===== src/shared/fbsc_pkg.sv =====
package fbsc_pkg;

  // timing
  localparam int CLK_HZ      = 125000000;
  localparam int TICK_MS     = 8;
  localparam int TICK_CYC    = TICK_MS * (CLK_HZ / 1000);
  localparam int SER_BAUD    = 9600;
  localparam int SER_BIT_CYC = CLK_HZ / SER_BAUD;
  localparam int SER_LAST_BIT = 9;

  // message ids and services
  localparam logic [2:0] MSG_ALLOC = 3'h6;
  localparam logic [2:0] MSG_SET   = 3'h4;
  localparam logic [2:0] MSG_PARAM = 3'h6;
  localparam logic [7:0] SVC_ALLOC = 8'h4b;
  localparam logic [7:0] SVC_SET   = 8'h10;

  // classes, instances, attributes
  localparam logic [7:0] CLS_DNET   = 8'h03;
  localparam logic [7:0] CLS_CONN   = 8'h05;
  localparam logic [7:0] CLS_PARAM  = 8'h0f;
  localparam logic [7:0] INST_EXPL  = 8'h01;
  localparam logic [7:0] INST_POLL  = 8'h02;
  localparam logic [7:0] ATTR_NODE  = 8'h01;
  localparam logic [7:0] ATTR_BAUD  = 8'h02;
  localparam logic [7:0] ATTR_ALLOC = 8'h03;
  localparam logic [7:0] ATTR_EPR   = 8'h09;
  localparam logic [7:0] ATTR_PVAL  = 8'h01;

  // field values
  localparam logic [7:0]  ALLOC_EXPL = 8'h01;
  localparam logic [7:0]  ALLOC_BOTH = 8'h03;
  localparam logic [7:0]  BAUD_MAX   = 8'h02;
  localparam logic [1:0]  BAUD_RST   = 2'h0;
  localparam logic [7:0]  NODE_MAX   = 8'h3f;
  localparam logic [5:0]  NODE_RST   = 6'h3f;
  localparam logic [7:0]  PARAM_MODE = 8'h02;
  localparam logic [7:0]  PARAM_MAX  = 8'h0f;
  localparam logic [7:0]  MODE_10    = 8'h0a;
  localparam logic [7:0]  MODE_20    = 8'h14;
  localparam logic [7:0]  MODE_30    = 8'h1e;
  localparam logic [7:0]  MODE_60    = 8'h3c;
  localparam logic [7:0]  MODE_RST   = MODE_60;
  localparam logic [16:0] EPR_ROUND  = 17'h00007;
  localparam int          EPR_SHIFT  = 3;

  typedef enum logic [0:0] {CONN_FREE, CONN_OWNED} fbsc_conn_e;
  typedef enum logic [0:0] {SER_IDLE, SER_SHIFT} fbsc_ser_e;

  typedef struct packed {
    logic        valid;
    logic        unconnected;
    logic [5:0]  src;
    logic [5:0]  dest;
    logic [2:0]  msg;
    logic [7:0]  svc;
    logic [7:0]  cls;
    logic [7:0]  inst;
    logic [7:0]  attr;
    logic [31:0] data;
  } fbsc_req_s;

  typedef struct packed {
    logic       valid;
    logic [5:0] src;
    logic [7:0] outs;
  } fbsc_poll_s;

  typedef struct packed {
    logic        valid;
    logic        err;
    logic [5:0]  dest;
    logic [15:0] data;
  } fbsc_rsp_s;

  typedef struct packed {
    logic        valid;
    logic [7:0]  inst;
    logic [31:0] value;
  } fbsc_prm_s;

  typedef struct packed {
    logic [13:0] cnt;
    logic        expire;
  } fbsc_wd_s;

endpackage


===== src/rtl/fbsc_epr_wdog.sv =====
`timescale 1ns/1ps
module fbsc_epr_wdog (
  // clock and reset
  input  wire logic        clk,
  input  wire logic        rst,
  // timebase and traffic
  input  wire logic        tick,
  input  wire logic        conn_open,
  input  wire logic        kick,
  input  wire logic [13:0] limit,
  // break
  output logic             expire
);

  fbsc_pkg::fbsc_wd_s st_ff;
  fbsc_pkg::fbsc_wd_s nxt_st;

  always_comb begin
    nxt_st        = st_ff;
    nxt_st.expire = 1'b0;
    if (!conn_open || kick || (limit == 14'h0000)) begin
      nxt_st.cnt = 14'h0000;
    end else if (tick) begin
      if ((st_ff.cnt + 14'h0001) >= limit) begin
        nxt_st.expire = 1'b1;
        nxt_st.cnt    = 14'h0000;
      end else begin
        nxt_st.cnt = st_ff.cnt + 14'h0001;
      end
    end
  end

  always_ff @(posedge clk or posedge rst) begin
    if (rst) begin
      st_ff <= '0;
    end else begin
      st_ff <= nxt_st;
    end
  end

  assign expire = st_ff.expire;
endmodule // fbsc_epr_wdog


===== src/rtl/fbsc_conn_ctrl.sv =====
`timescale 1ns/1ps
module fbsc_conn_ctrl #(
  parameter int TICK_CYC    = fbsc_pkg::TICK_CYC,
  parameter int SER_BIT_CYC = fbsc_pkg::SER_BIT_CYC
) (
  // clock and reset
  input  wire logic                CLK,
  input  wire logic                RST,
  // explicit requests and answers
  input  wire fbsc_pkg::fbsc_req_s REQ,
  output fbsc_pkg::fbsc_rsp_s      RSP,
  // polled i/o
  input  wire fbsc_pkg::fbsc_poll_s POLL,
  output fbsc_pkg::fbsc_rsp_s      POLL_RSP,
  input  wire logic [9:0]          IN_PINS,
  output logic [7:0]               OUT_PINS,
  // configuration and status
  output logic [5:0]               NODE_ADDR,
  output logic [1:0]               BAUD_SEL,
  output logic [7:0]               MODE,
  output logic                     ALLOCATED,
  output logic                     EXPL_OPEN,
  output logic                     POLL_OPEN,
  output logic                     EPR_BREAK,
  output logic                     DEV_RESET,
  output fbsc_pkg::fbsc_prm_s      PRM_WR,
  // maintenance serial port
  input  wire logic                SER_REQ,
  input  wire logic [7:0]          SER_DATA,
  output logic                     SER_TX,
  output logic                     SER_BUSY
);

  typedef struct packed {
    fbsc_pkg::fbsc_conn_e conn;
    logic [5:0]           owner;
    logic                 expl;
    logic                 poll;
    logic [5:0]           node;
    logic [1:0]           baud;
    logic [13:0]          epr_expl;
    logic [13:0]          epr_poll;
    logic [7:0]           mode;
    logic [7:0]           outs;
    fbsc_pkg::fbsc_rsp_s  rsp;
    fbsc_pkg::fbsc_rsp_s  prsp;
    fbsc_pkg::fbsc_prm_s  prm;
    logic                 brk;
    logic                 dev_reset;
    logic [19:0]          tick_cnt;
    logic                 tick;
    fbsc_pkg::fbsc_ser_e  ser;
    logic [13:0]          ser_cnt;
    logic [3:0]           ser_bit;
    logic [9:0]           ser_shift;
    logic                 ser_tx;
  } fbsc_st_s;

  fbsc_st_s    st_ff;
  fbsc_st_s    nxt_st;
  logic        ours;
  logic        is_alloc;
  logic        is_set;
  logic        is_dnet1;
  logic        is_epr;
  logic        is_prm;
  logic        owner_ok;
  logic        poll_ok;
  logic        mode_ok;
  logic        node_wr;
  logic [7:0]  data0;
  logic [16:0] epr_sum;
  logic [13:0] epr_ticks;
  logic [1:0]  kick;
  logic [1:0]  conn_open;
  logic [1:0]  expire;
  logic [13:0] limit [2];

  // request decode
  assign data0    = REQ.data[7:0];
  assign ours     = REQ.valid && !REQ.unconnected && (REQ.dest == st_ff.node);
  assign is_alloc = (REQ.msg == fbsc_pkg::MSG_ALLOC) && (REQ.svc == fbsc_pkg::SVC_ALLOC)
                    && (REQ.cls == fbsc_pkg::CLS_DNET) && (REQ.inst == fbsc_pkg::INST_EXPL)
                    && (REQ.attr == fbsc_pkg::ATTR_ALLOC);
  assign is_set   = (REQ.msg == fbsc_pkg::MSG_SET) && (REQ.svc == fbsc_pkg::SVC_SET);
  assign is_dnet1 = (REQ.cls == fbsc_pkg::CLS_DNET) && (REQ.inst == fbsc_pkg::INST_EXPL);
  assign is_epr   = is_set && (REQ.cls == fbsc_pkg::CLS_CONN)
                    && (REQ.attr == fbsc_pkg::ATTR_EPR)
                    && ((REQ.inst == fbsc_pkg::INST_EXPL) || (REQ.inst == fbsc_pkg::INST_POLL));
  assign is_prm   = (REQ.msg == fbsc_pkg::MSG_PARAM) && (REQ.svc == fbsc_pkg::SVC_SET)
                    && (REQ.cls == fbsc_pkg::CLS_PARAM) && (REQ.attr == fbsc_pkg::ATTR_PVAL)
                    && (REQ.inst != 8'h00) && (REQ.inst <= fbsc_pkg::PARAM_MAX);
  assign owner_ok = (st_ff.conn == fbsc_pkg::CONN_OWNED) && st_ff.expl
                    && (REQ.src == st_ff.owner);
  assign poll_ok  = POLL.valid && st_ff.poll && (POLL.src == st_ff.owner);
  assign mode_ok  = (data0 == fbsc_pkg::MODE_10) || (data0 == fbsc_pkg::MODE_20)
                    || (data0 == fbsc_pkg::MODE_30) || (data0 == fbsc_pkg::MODE_60);
  assign node_wr  = ours && owner_ok && is_set && is_dnet1 && (REQ.attr == fbsc_pkg::ATTR_NODE)
                    && (data0 <= fbsc_pkg::NODE_MAX);
  // low byte first, rounded up to whole ticks
  assign epr_sum   = {1'b0, REQ.data[15:0]} + fbsc_pkg::EPR_ROUND;
  assign epr_ticks = epr_sum[16:fbsc_pkg::EPR_SHIFT];

  assign kick[0]      = ours && owner_ok;
  assign kick[1]      = poll_ok;
  assign conn_open[0] = st_ff.expl;
  assign conn_open[1] = st_ff.poll;
  assign limit[0]     = st_ff.epr_expl;
  assign limit[1]     = st_ff.epr_poll;

  // one watchdog per connection instance
  for (genvar i = 0; i < 2; i++) begin : g_wdog
    fbsc_epr_wdog u_wdog (
      .clk       (CLK),
      .rst       (RST),
      .tick      (st_ff.tick),
      .conn_open (conn_open[i]),
      .kick      (kick[i]),
      .limit     (limit[i]),
      .expire    (expire[i])
    );
  end

  always_comb begin
    nxt_st           = st_ff;
    nxt_st.rsp.valid = 1'b0;
    nxt_st.rsp.err   = 1'b0;
    nxt_st.prsp.valid = 1'b0;
    nxt_st.prm.valid = 1'b0;
    nxt_st.brk       = 1'b0;
    nxt_st.dev_reset = 1'b0;
    nxt_st.tick      = 1'b0;
    // 8 ms timebase
    if (st_ff.tick_cnt == 20'(TICK_CYC - 1)) begin
      nxt_st.tick_cnt = 20'h00000;
      nxt_st.tick     = 1'b1;
    end else begin
      nxt_st.tick_cnt = st_ff.tick_cnt + 20'h00001;
    end
    // explicit requests
    if (ours && is_alloc) begin
      if ((st_ff.conn == fbsc_pkg::CONN_FREE) || (REQ.src == st_ff.owner)) begin
        nxt_st.rsp.valid = 1'b1;
        nxt_st.rsp.dest  = REQ.src;
        nxt_st.rsp.data  = 16'h0000;
        if ((data0 == fbsc_pkg::ALLOC_EXPL) || (data0 == fbsc_pkg::ALLOC_BOTH)) begin
          nxt_st.conn  = fbsc_pkg::CONN_OWNED;
          nxt_st.owner = REQ.src;
          nxt_st.expl  = 1'b1;
          nxt_st.poll  = (data0 == fbsc_pkg::ALLOC_BOTH);
        end else begin
          nxt_st.rsp.err = 1'b1;
        end
      end
    end else if (ours && owner_ok) begin
      nxt_st.rsp.valid = 1'b1;
      nxt_st.rsp.dest  = REQ.src;
      nxt_st.rsp.data  = 16'h0000;
      if (is_set && is_dnet1 && (REQ.attr == fbsc_pkg::ATTR_BAUD)
          && (data0 <= fbsc_pkg::BAUD_MAX)) begin
        nxt_st.baud = data0[1:0];
      end else if (is_set && is_dnet1 && (REQ.attr == fbsc_pkg::ATTR_NODE)
                   && (data0 <= fbsc_pkg::NODE_MAX)) begin
        nxt_st.node      = data0[5:0];
        nxt_st.dev_reset = 1'b1;
        nxt_st.conn      = fbsc_pkg::CONN_FREE;
        nxt_st.owner     = 6'h00;
        nxt_st.expl      = 1'b0;
        nxt_st.poll      = 1'b0;
        nxt_st.epr_expl  = 14'h0000;
        nxt_st.epr_poll  = 14'h0000;
        nxt_st.mode      = fbsc_pkg::MODE_RST;
        nxt_st.outs      = 8'h00;
      end else if (is_epr) begin
        if (REQ.inst == fbsc_pkg::INST_EXPL) begin
          nxt_st.epr_expl = epr_ticks;
        end else begin
          nxt_st.epr_poll = epr_ticks;
        end
      end else if (is_prm && (REQ.inst == fbsc_pkg::PARAM_MODE)) begin
        if (mode_ok) begin
          nxt_st.mode = data0;
        end else begin
          nxt_st.rsp.err = 1'b1;
        end
      end else if (is_prm) begin
        nxt_st.prm.valid = 1'b1;
        nxt_st.prm.inst  = REQ.inst;
        nxt_st.prm.value = REQ.data;
      end else begin
        nxt_st.rsp.err = 1'b1;
      end
    end
    // polled i/o
    if (poll_ok && !node_wr) begin
      nxt_st.prsp.valid = 1'b1;
      nxt_st.prsp.err   = 1'b0;
      nxt_st.prsp.dest  = POLL.src;
      nxt_st.prsp.data  = {6'h00, IN_PINS};
      nxt_st.outs = (st_ff.mode == fbsc_pkg::MODE_60) ? POLL.outs : 8'h00;
    end
    // packet rate timeout
    if (expire[0]) begin
      nxt_st.expl = 1'b0;
    end
    if (expire[1]) begin
      nxt_st.poll = 1'b0;
    end
    if (|expire) begin
      nxt_st.outs = 8'h00;
      nxt_st.brk  = 1'b1;
    end
    if (!nxt_st.expl && !nxt_st.poll) begin
      nxt_st.conn = fbsc_pkg::CONN_FREE;
    end
    // maintenance port, 8N1
    case (st_ff.ser)
      fbsc_pkg::SER_IDLE: begin
        nxt_st.ser_tx = 1'b1;
        if (SER_REQ) begin
          nxt_st.ser       = fbsc_pkg::SER_SHIFT;
          nxt_st.ser_shift = {1'b1, SER_DATA, 1'b0};
          nxt_st.ser_tx    = 1'b0;
          nxt_st.ser_cnt   = 14'h0000;
          nxt_st.ser_bit   = 4'h0;
        end
      end
      fbsc_pkg::SER_SHIFT: begin
        if (st_ff.ser_cnt == 14'(SER_BIT_CYC - 1)) begin
          nxt_st.ser_cnt = 14'h0000;
          if (st_ff.ser_bit == 4'(fbsc_pkg::SER_LAST_BIT)) begin
            nxt_st.ser    = fbsc_pkg::SER_IDLE;
            nxt_st.ser_tx = 1'b1;
          end else begin
            nxt_st.ser_bit   = st_ff.ser_bit + 4'h1;
            nxt_st.ser_shift = {1'b1, st_ff.ser_shift[9:1]};
            nxt_st.ser_tx    = st_ff.ser_shift[1];
          end
        end else begin
          nxt_st.ser_cnt = st_ff.ser_cnt + 14'h0001;
        end
      end
      default: begin
        nxt_st.ser    = fbsc_pkg::SER_IDLE;
        nxt_st.ser_tx = 1'b1;
      end
    endcase
  end

  always_ff @(posedge CLK or posedge RST) begin
    if (RST) begin
      st_ff        <= '0;
      st_ff.conn   <= fbsc_pkg::CONN_FREE;
      st_ff.node   <= fbsc_pkg::NODE_RST;
      st_ff.baud   <= fbsc_pkg::BAUD_RST;
      st_ff.mode   <= fbsc_pkg::MODE_RST;
      st_ff.ser    <= fbsc_pkg::SER_IDLE;
      st_ff.ser_tx <= 1'b1;
    end else begin
      st_ff <= nxt_st;
    end
  end

  // outputs straight from the state register
  assign RSP       = st_ff.rsp;
  assign POLL_RSP  = st_ff.prsp;
  assign OUT_PINS  = st_ff.outs;
  assign NODE_ADDR = st_ff.node;
  assign BAUD_SEL  = st_ff.baud;
  assign MODE      = st_ff.mode;
  assign ALLOCATED = (st_ff.conn == fbsc_pkg::CONN_OWNED);
  assign EXPL_OPEN = st_ff.expl;
  assign POLL_OPEN = st_ff.poll;
  assign EPR_BREAK = st_ff.brk;
  assign DEV_RESET = st_ff.dev_reset;
  assign PRM_WR    = st_ff.prm;
  assign SER_TX    = st_ff.ser_tx;
  assign SER_BUSY  = (st_ff.ser == fbsc_pkg::SER_SHIFT);
endmodule // fbsc_conn_ctrl


===== config.mk =====
export PLATFORM = sky130hd
export DESIGN_NAME = fbsc_conn_ctrl
export DESIGN_NICKNAME = d
export VERILOG_FILES = /design/src/shared/fbsc_pkg.sv /design/src/rtl/fbsc_epr_wdog.sv /design/src/rtl/fbsc_conn_ctrl.sv
export SDC_FILE = /design/constraint.sdc
export NUM_CORES = 1
export LEC_CHECK = 0
export BUFFER_PORTS_ARGS = -buffer_cell sky130_fd_sc_hd__buf_2
export CAP_MARGIN = 5
export CORE_ASPECT_RATIO = 1.25
export CORE_UTILIZATION = 34
export DETAILED_ROUTE_END_ITERATION = 10
export GPL_ROUTABILITY_DRIVEN = 0
export PLACE_DENSITY = 0.51
export RECOVER_POWER = 25
export SLEW_MARGIN = 20
export SYNTH_ARGS = -nofsm -noshare
export SYNTH_HDL_FRONTEND = slang
export SYNTH_HIERARCHICAL = 1
export SYNTH_SLANG_ARGS = --single-unit

===== constraint.sdc =====
create_clock -name CLK -period 8.9 [get_ports CLK]
set_input_delay 0 -clock CLK [delete_from_list [all_inputs] [get_ports CLK]]
set_output_delay 0 -clock CLK [all_outputs]
set_load 0.01 [all_outputs]

==> impl_results.md <==
* Status: finished with violations
* Failing checks: capacitance limit, slew limit
* Root Buffer: clkbuf_16
* Layout cells sized above 1 at a little under a quarter
* Mux cell area share after synthesis at under 10%
* Area grow syn2layout at 19.8%
* FP Rows at 75
* Clock group share of total power at ~46%
* Sequential share of the synthesized area at roughly 44%
* Antenna violation net count after detailed routing at 0
* Adder-Cell Fraction of Synth Area at approximately 3.6%
* Top cells by count, synth: 198 x dfrtp_1, 116 x buf_4, 74 x nand2_1, 74 x nor2_1, 56 x inv_1
* Number of flops mapped to enable cells by yosys at 0
* CTS tree: built
* Drt drc at 0
* Max IR drop VDD at ~0.00015 V
* R2R Setup Slk at 5750 ps
* Initial antenna violation count at 0
* WL/cell at 16.0 um
* Asr flop ratio synth at 100%
* First-pass GRT wire length at between 40000 and 50000 um
* Sw Pwr at about 0.52 mW
* Top cell type by total area after synthesis: dfrtp_1
* IO Port Bufs at around 210
* Clk buf depth at 3
* Post-synth top area share at 42.0%
* Final Max Tran Viols at between 60 and 70
* Final min period at approximately 3100 ps
* Post-Synth XOR/XNOR Area at under 10%
* Synth cell types at between 70 and 80
* Period Utilization, post-route at a little over a third
* H-tree Lvls at 1
* RSZ-0062 raised after global routing: no
* Final Hold Fails at 0
* Average cell area after synthesis at 10.6 um^2
* Syn. warnings at 6
* CP endpoint kind: register
* FMAX at about 0.32 GHz
* Core area at 33900 um^2
* Total area of sequential cells at between 5000 and 6000 um^2
* Synth Register Bits at 209
* Grt ovf at 0
* Slew @ Worst Pin at roughly 2900 ps
* # clock sinks at 209
* Post-Syn Area at 11800 um^2
* Number of global-route vias before repair at roughly 9000
* Worst min-delay path class: input pin to register
* Clk slew on worst S/H paths at ~60 ps
* Filler cells at 3325
* Worst-Skew Late Latency at ~530 ps
* Syn Inst Count at between 1000 and 1500
* Area contributors post-synth: dfrtp_1 42%, buf_4 7.4%, mux2_1 5.2%
* Sequential fraction of design power at a little under half
* Antenna diodes at 0
* CP max FO at 14
* Cts bufs inserted at 24
* Internal Power at between 1.5 and 2 mW
* Skew final at 18.5 ps
* Critical Path AT at 3550 ps
* Hpwl dp at approximately 21000 um
* Ys flop type: dfrtp_1
* Worst Hold Depth at 6
* Count leader, synth: dfrtp_1
* Starting density of the core at 34.8%
* Max Cap Violations at 1
* Worst r2r dst: limit[22]
* Post-Synth Simple-Gate Area at 17.7%
* Area occupied by multi-input gates at around 5400 um^2
* Relative slew slack at -92.5%
* FF-to-FF Start: NODE_ADDR[5]
* Final nets at approximately 1500
* Die footprint at roughly 35000 um^2
* DRT iter0 DRCs at about 340
* Final WS setup at ~5800 ps
* Critical path startpoint category: register
* Pre-CTS WS at 5740 ps
* Synth Area in Compound Gates at under 10%
* Largest family of logic cells by synthesized area: simple AND/OR/NAND/NOR gates
* Die X at around 170 um
* DIE HEIGHT at 210 um
* Number of I/O pins at 237
* DR pass1 iterations at 6
* Total GRT Usage at between 10% and 20%
* Largest net degree at the start of global routing at 74
* Worst Hold Path EP: ALLOCATED
* Comb pwr share at 7.8%
* Req. time, crit path at roughly 9300 ps
* P_leak at 6.87 nW
* Setup TNS Final at 0 ps
* Setup-failing EPs final at 0
* Ratio of total power to cell area at 154 nW/um^2
* CP Class: register to register
* Hold Startpoint: REQ[60]
* Vias at around 8600
* Vias/cell at 4.77
* Sw Share at 23.7%
* Final wirelength at a little under 30000 um
* FF-to-FF path depth at 7
[critical path, cell delays in order, from the launching register on]
cell and delay (ps):
dfstp_2 550, xor2_1 70, nor3_1 310, nand4_2 330
or3_1 590, inv_2 250, nand4_2 430, mux2_1 470
[sequential cells by signal (all words and copies together), names as in the netlist, 2 cells and up]
signal and cells:
PRM_WR 41, MODE 8, OUT_PINS 8, BAUD_SEL 2
st_ff 54, limit 28, NODE_ADDR 6, POLL_RSP 17
g_wdog.u_wdog/st_ff 28, RSP 8, g_wdog.u_wdog/expire 2
[power by group through the flow]
stage / sequential, mW / clock [mW] / combinational (mW)
after floorplan: 1.02 / 0 / 0.0963
after global placement: 1.03 / 0 / 0.145
after detailed placement: 1.03 / 0 / 0.148
after CTS: 1.01 / 1.03 / 0.174
after global routing: 1.02 / 1.07 / 0.192
final: 1.01 / 0.995 / 0.171
[layout by cell type (no fill, tap or decap), types with 32 or more instances in the layout]
master | Yosys | routed
dfrtp_1 | 198 | 198
buf_2 | 10 | 176
dlygate4sd3_1 | 0 | 79
nor2_1 | 74 | 74
nand2_1 | 74 | 74
inv_1 | 56 | 55
mux2_1 | 54 | 54
xor2_1 | 45 | 45
clkbuf_1 | 10 | 42
mux2_2 | 41 | 41
ha_1 | 34 | 34
nand3_1 | 32 | 32
[timing repair]
item / CTS / global route
buffers inserted: 0 / 0
gates resized for setup: 0 / 0
hold buffers: 79 / 0
hold endpoints to repair: 192 / 0
[routing by layer]
metal | track usage [%] | part of all wire, % | up-vias
met5 | 0 | 0 | -
met4 | 4.51 | 1.7 | 0
met3 | 3.29 | 4.9 | 33
met2 | 30.2 | 51 | 190
met1 | 19.6 | 43 | 4152
li1 | - | - | 4221
[cell type report]
| cell class | instances | share of cell area, % |
|---|---|---|
| tap | 462 | 4.09 |
| clock inverter | 6 | 0.434 |
| multi-input combinational | 729 | 38.4 |
| sequential | 209 | 37.1 |
| inverter | 57 | 1.52 |
| timing repair buffer | 301 | 13.3 |
| clock buffer | 37 | 5.24 |
[stage by stage]
stage | power [mW] | hold WS [ps] | instances | area (um^2) | utilization [%]
after floorplan | 1.12 | -98.5 | 1138 | 11900 | -
after global placement | 1.18 | 149 | 1679 | 12600 | 37.2
after detailed placement | 1.18 | 147 | 1679 | 12600 | 37.2
after CTS | 2.22 | 14.5 | 1801 | 14200 | 41.9
after global routing | 2.28 | 56.6 | 1801 | 14100 | 41.7
final | 2.18 | 39.8 | 1801 | 14100 | 41.7
[logic make-up after synthesis]
logic type / count (synthesis)
xor gates and xnor gates: 78
adders and majority gates: 34
DFF: 209
and+or+nand+nor: 363
other: 1
buffers and inverters: 200
AOI/OAI and AO/OA: 132
muxes: 99
[worst max-delay path by stage]
stage / end / cells after the start / slack [ps] / start
finish: limit[22] / 7 / 5750 / NODE_ADDR[5]
global route: PRM_WR[29] / 4 / 5450 / RST
floorplan: ALLOCATED / 1 / 4060 / RST
detailed placement: limit[14] / 7 / 5740 / NODE_ADDR[5]
global placement: limit[22] / 7 / 5800 / NODE_ADDR[5]
CTS: limit[15] / 7 / 5710 / NODE_ADDR[5]
(Power assumes the default switching activity.)
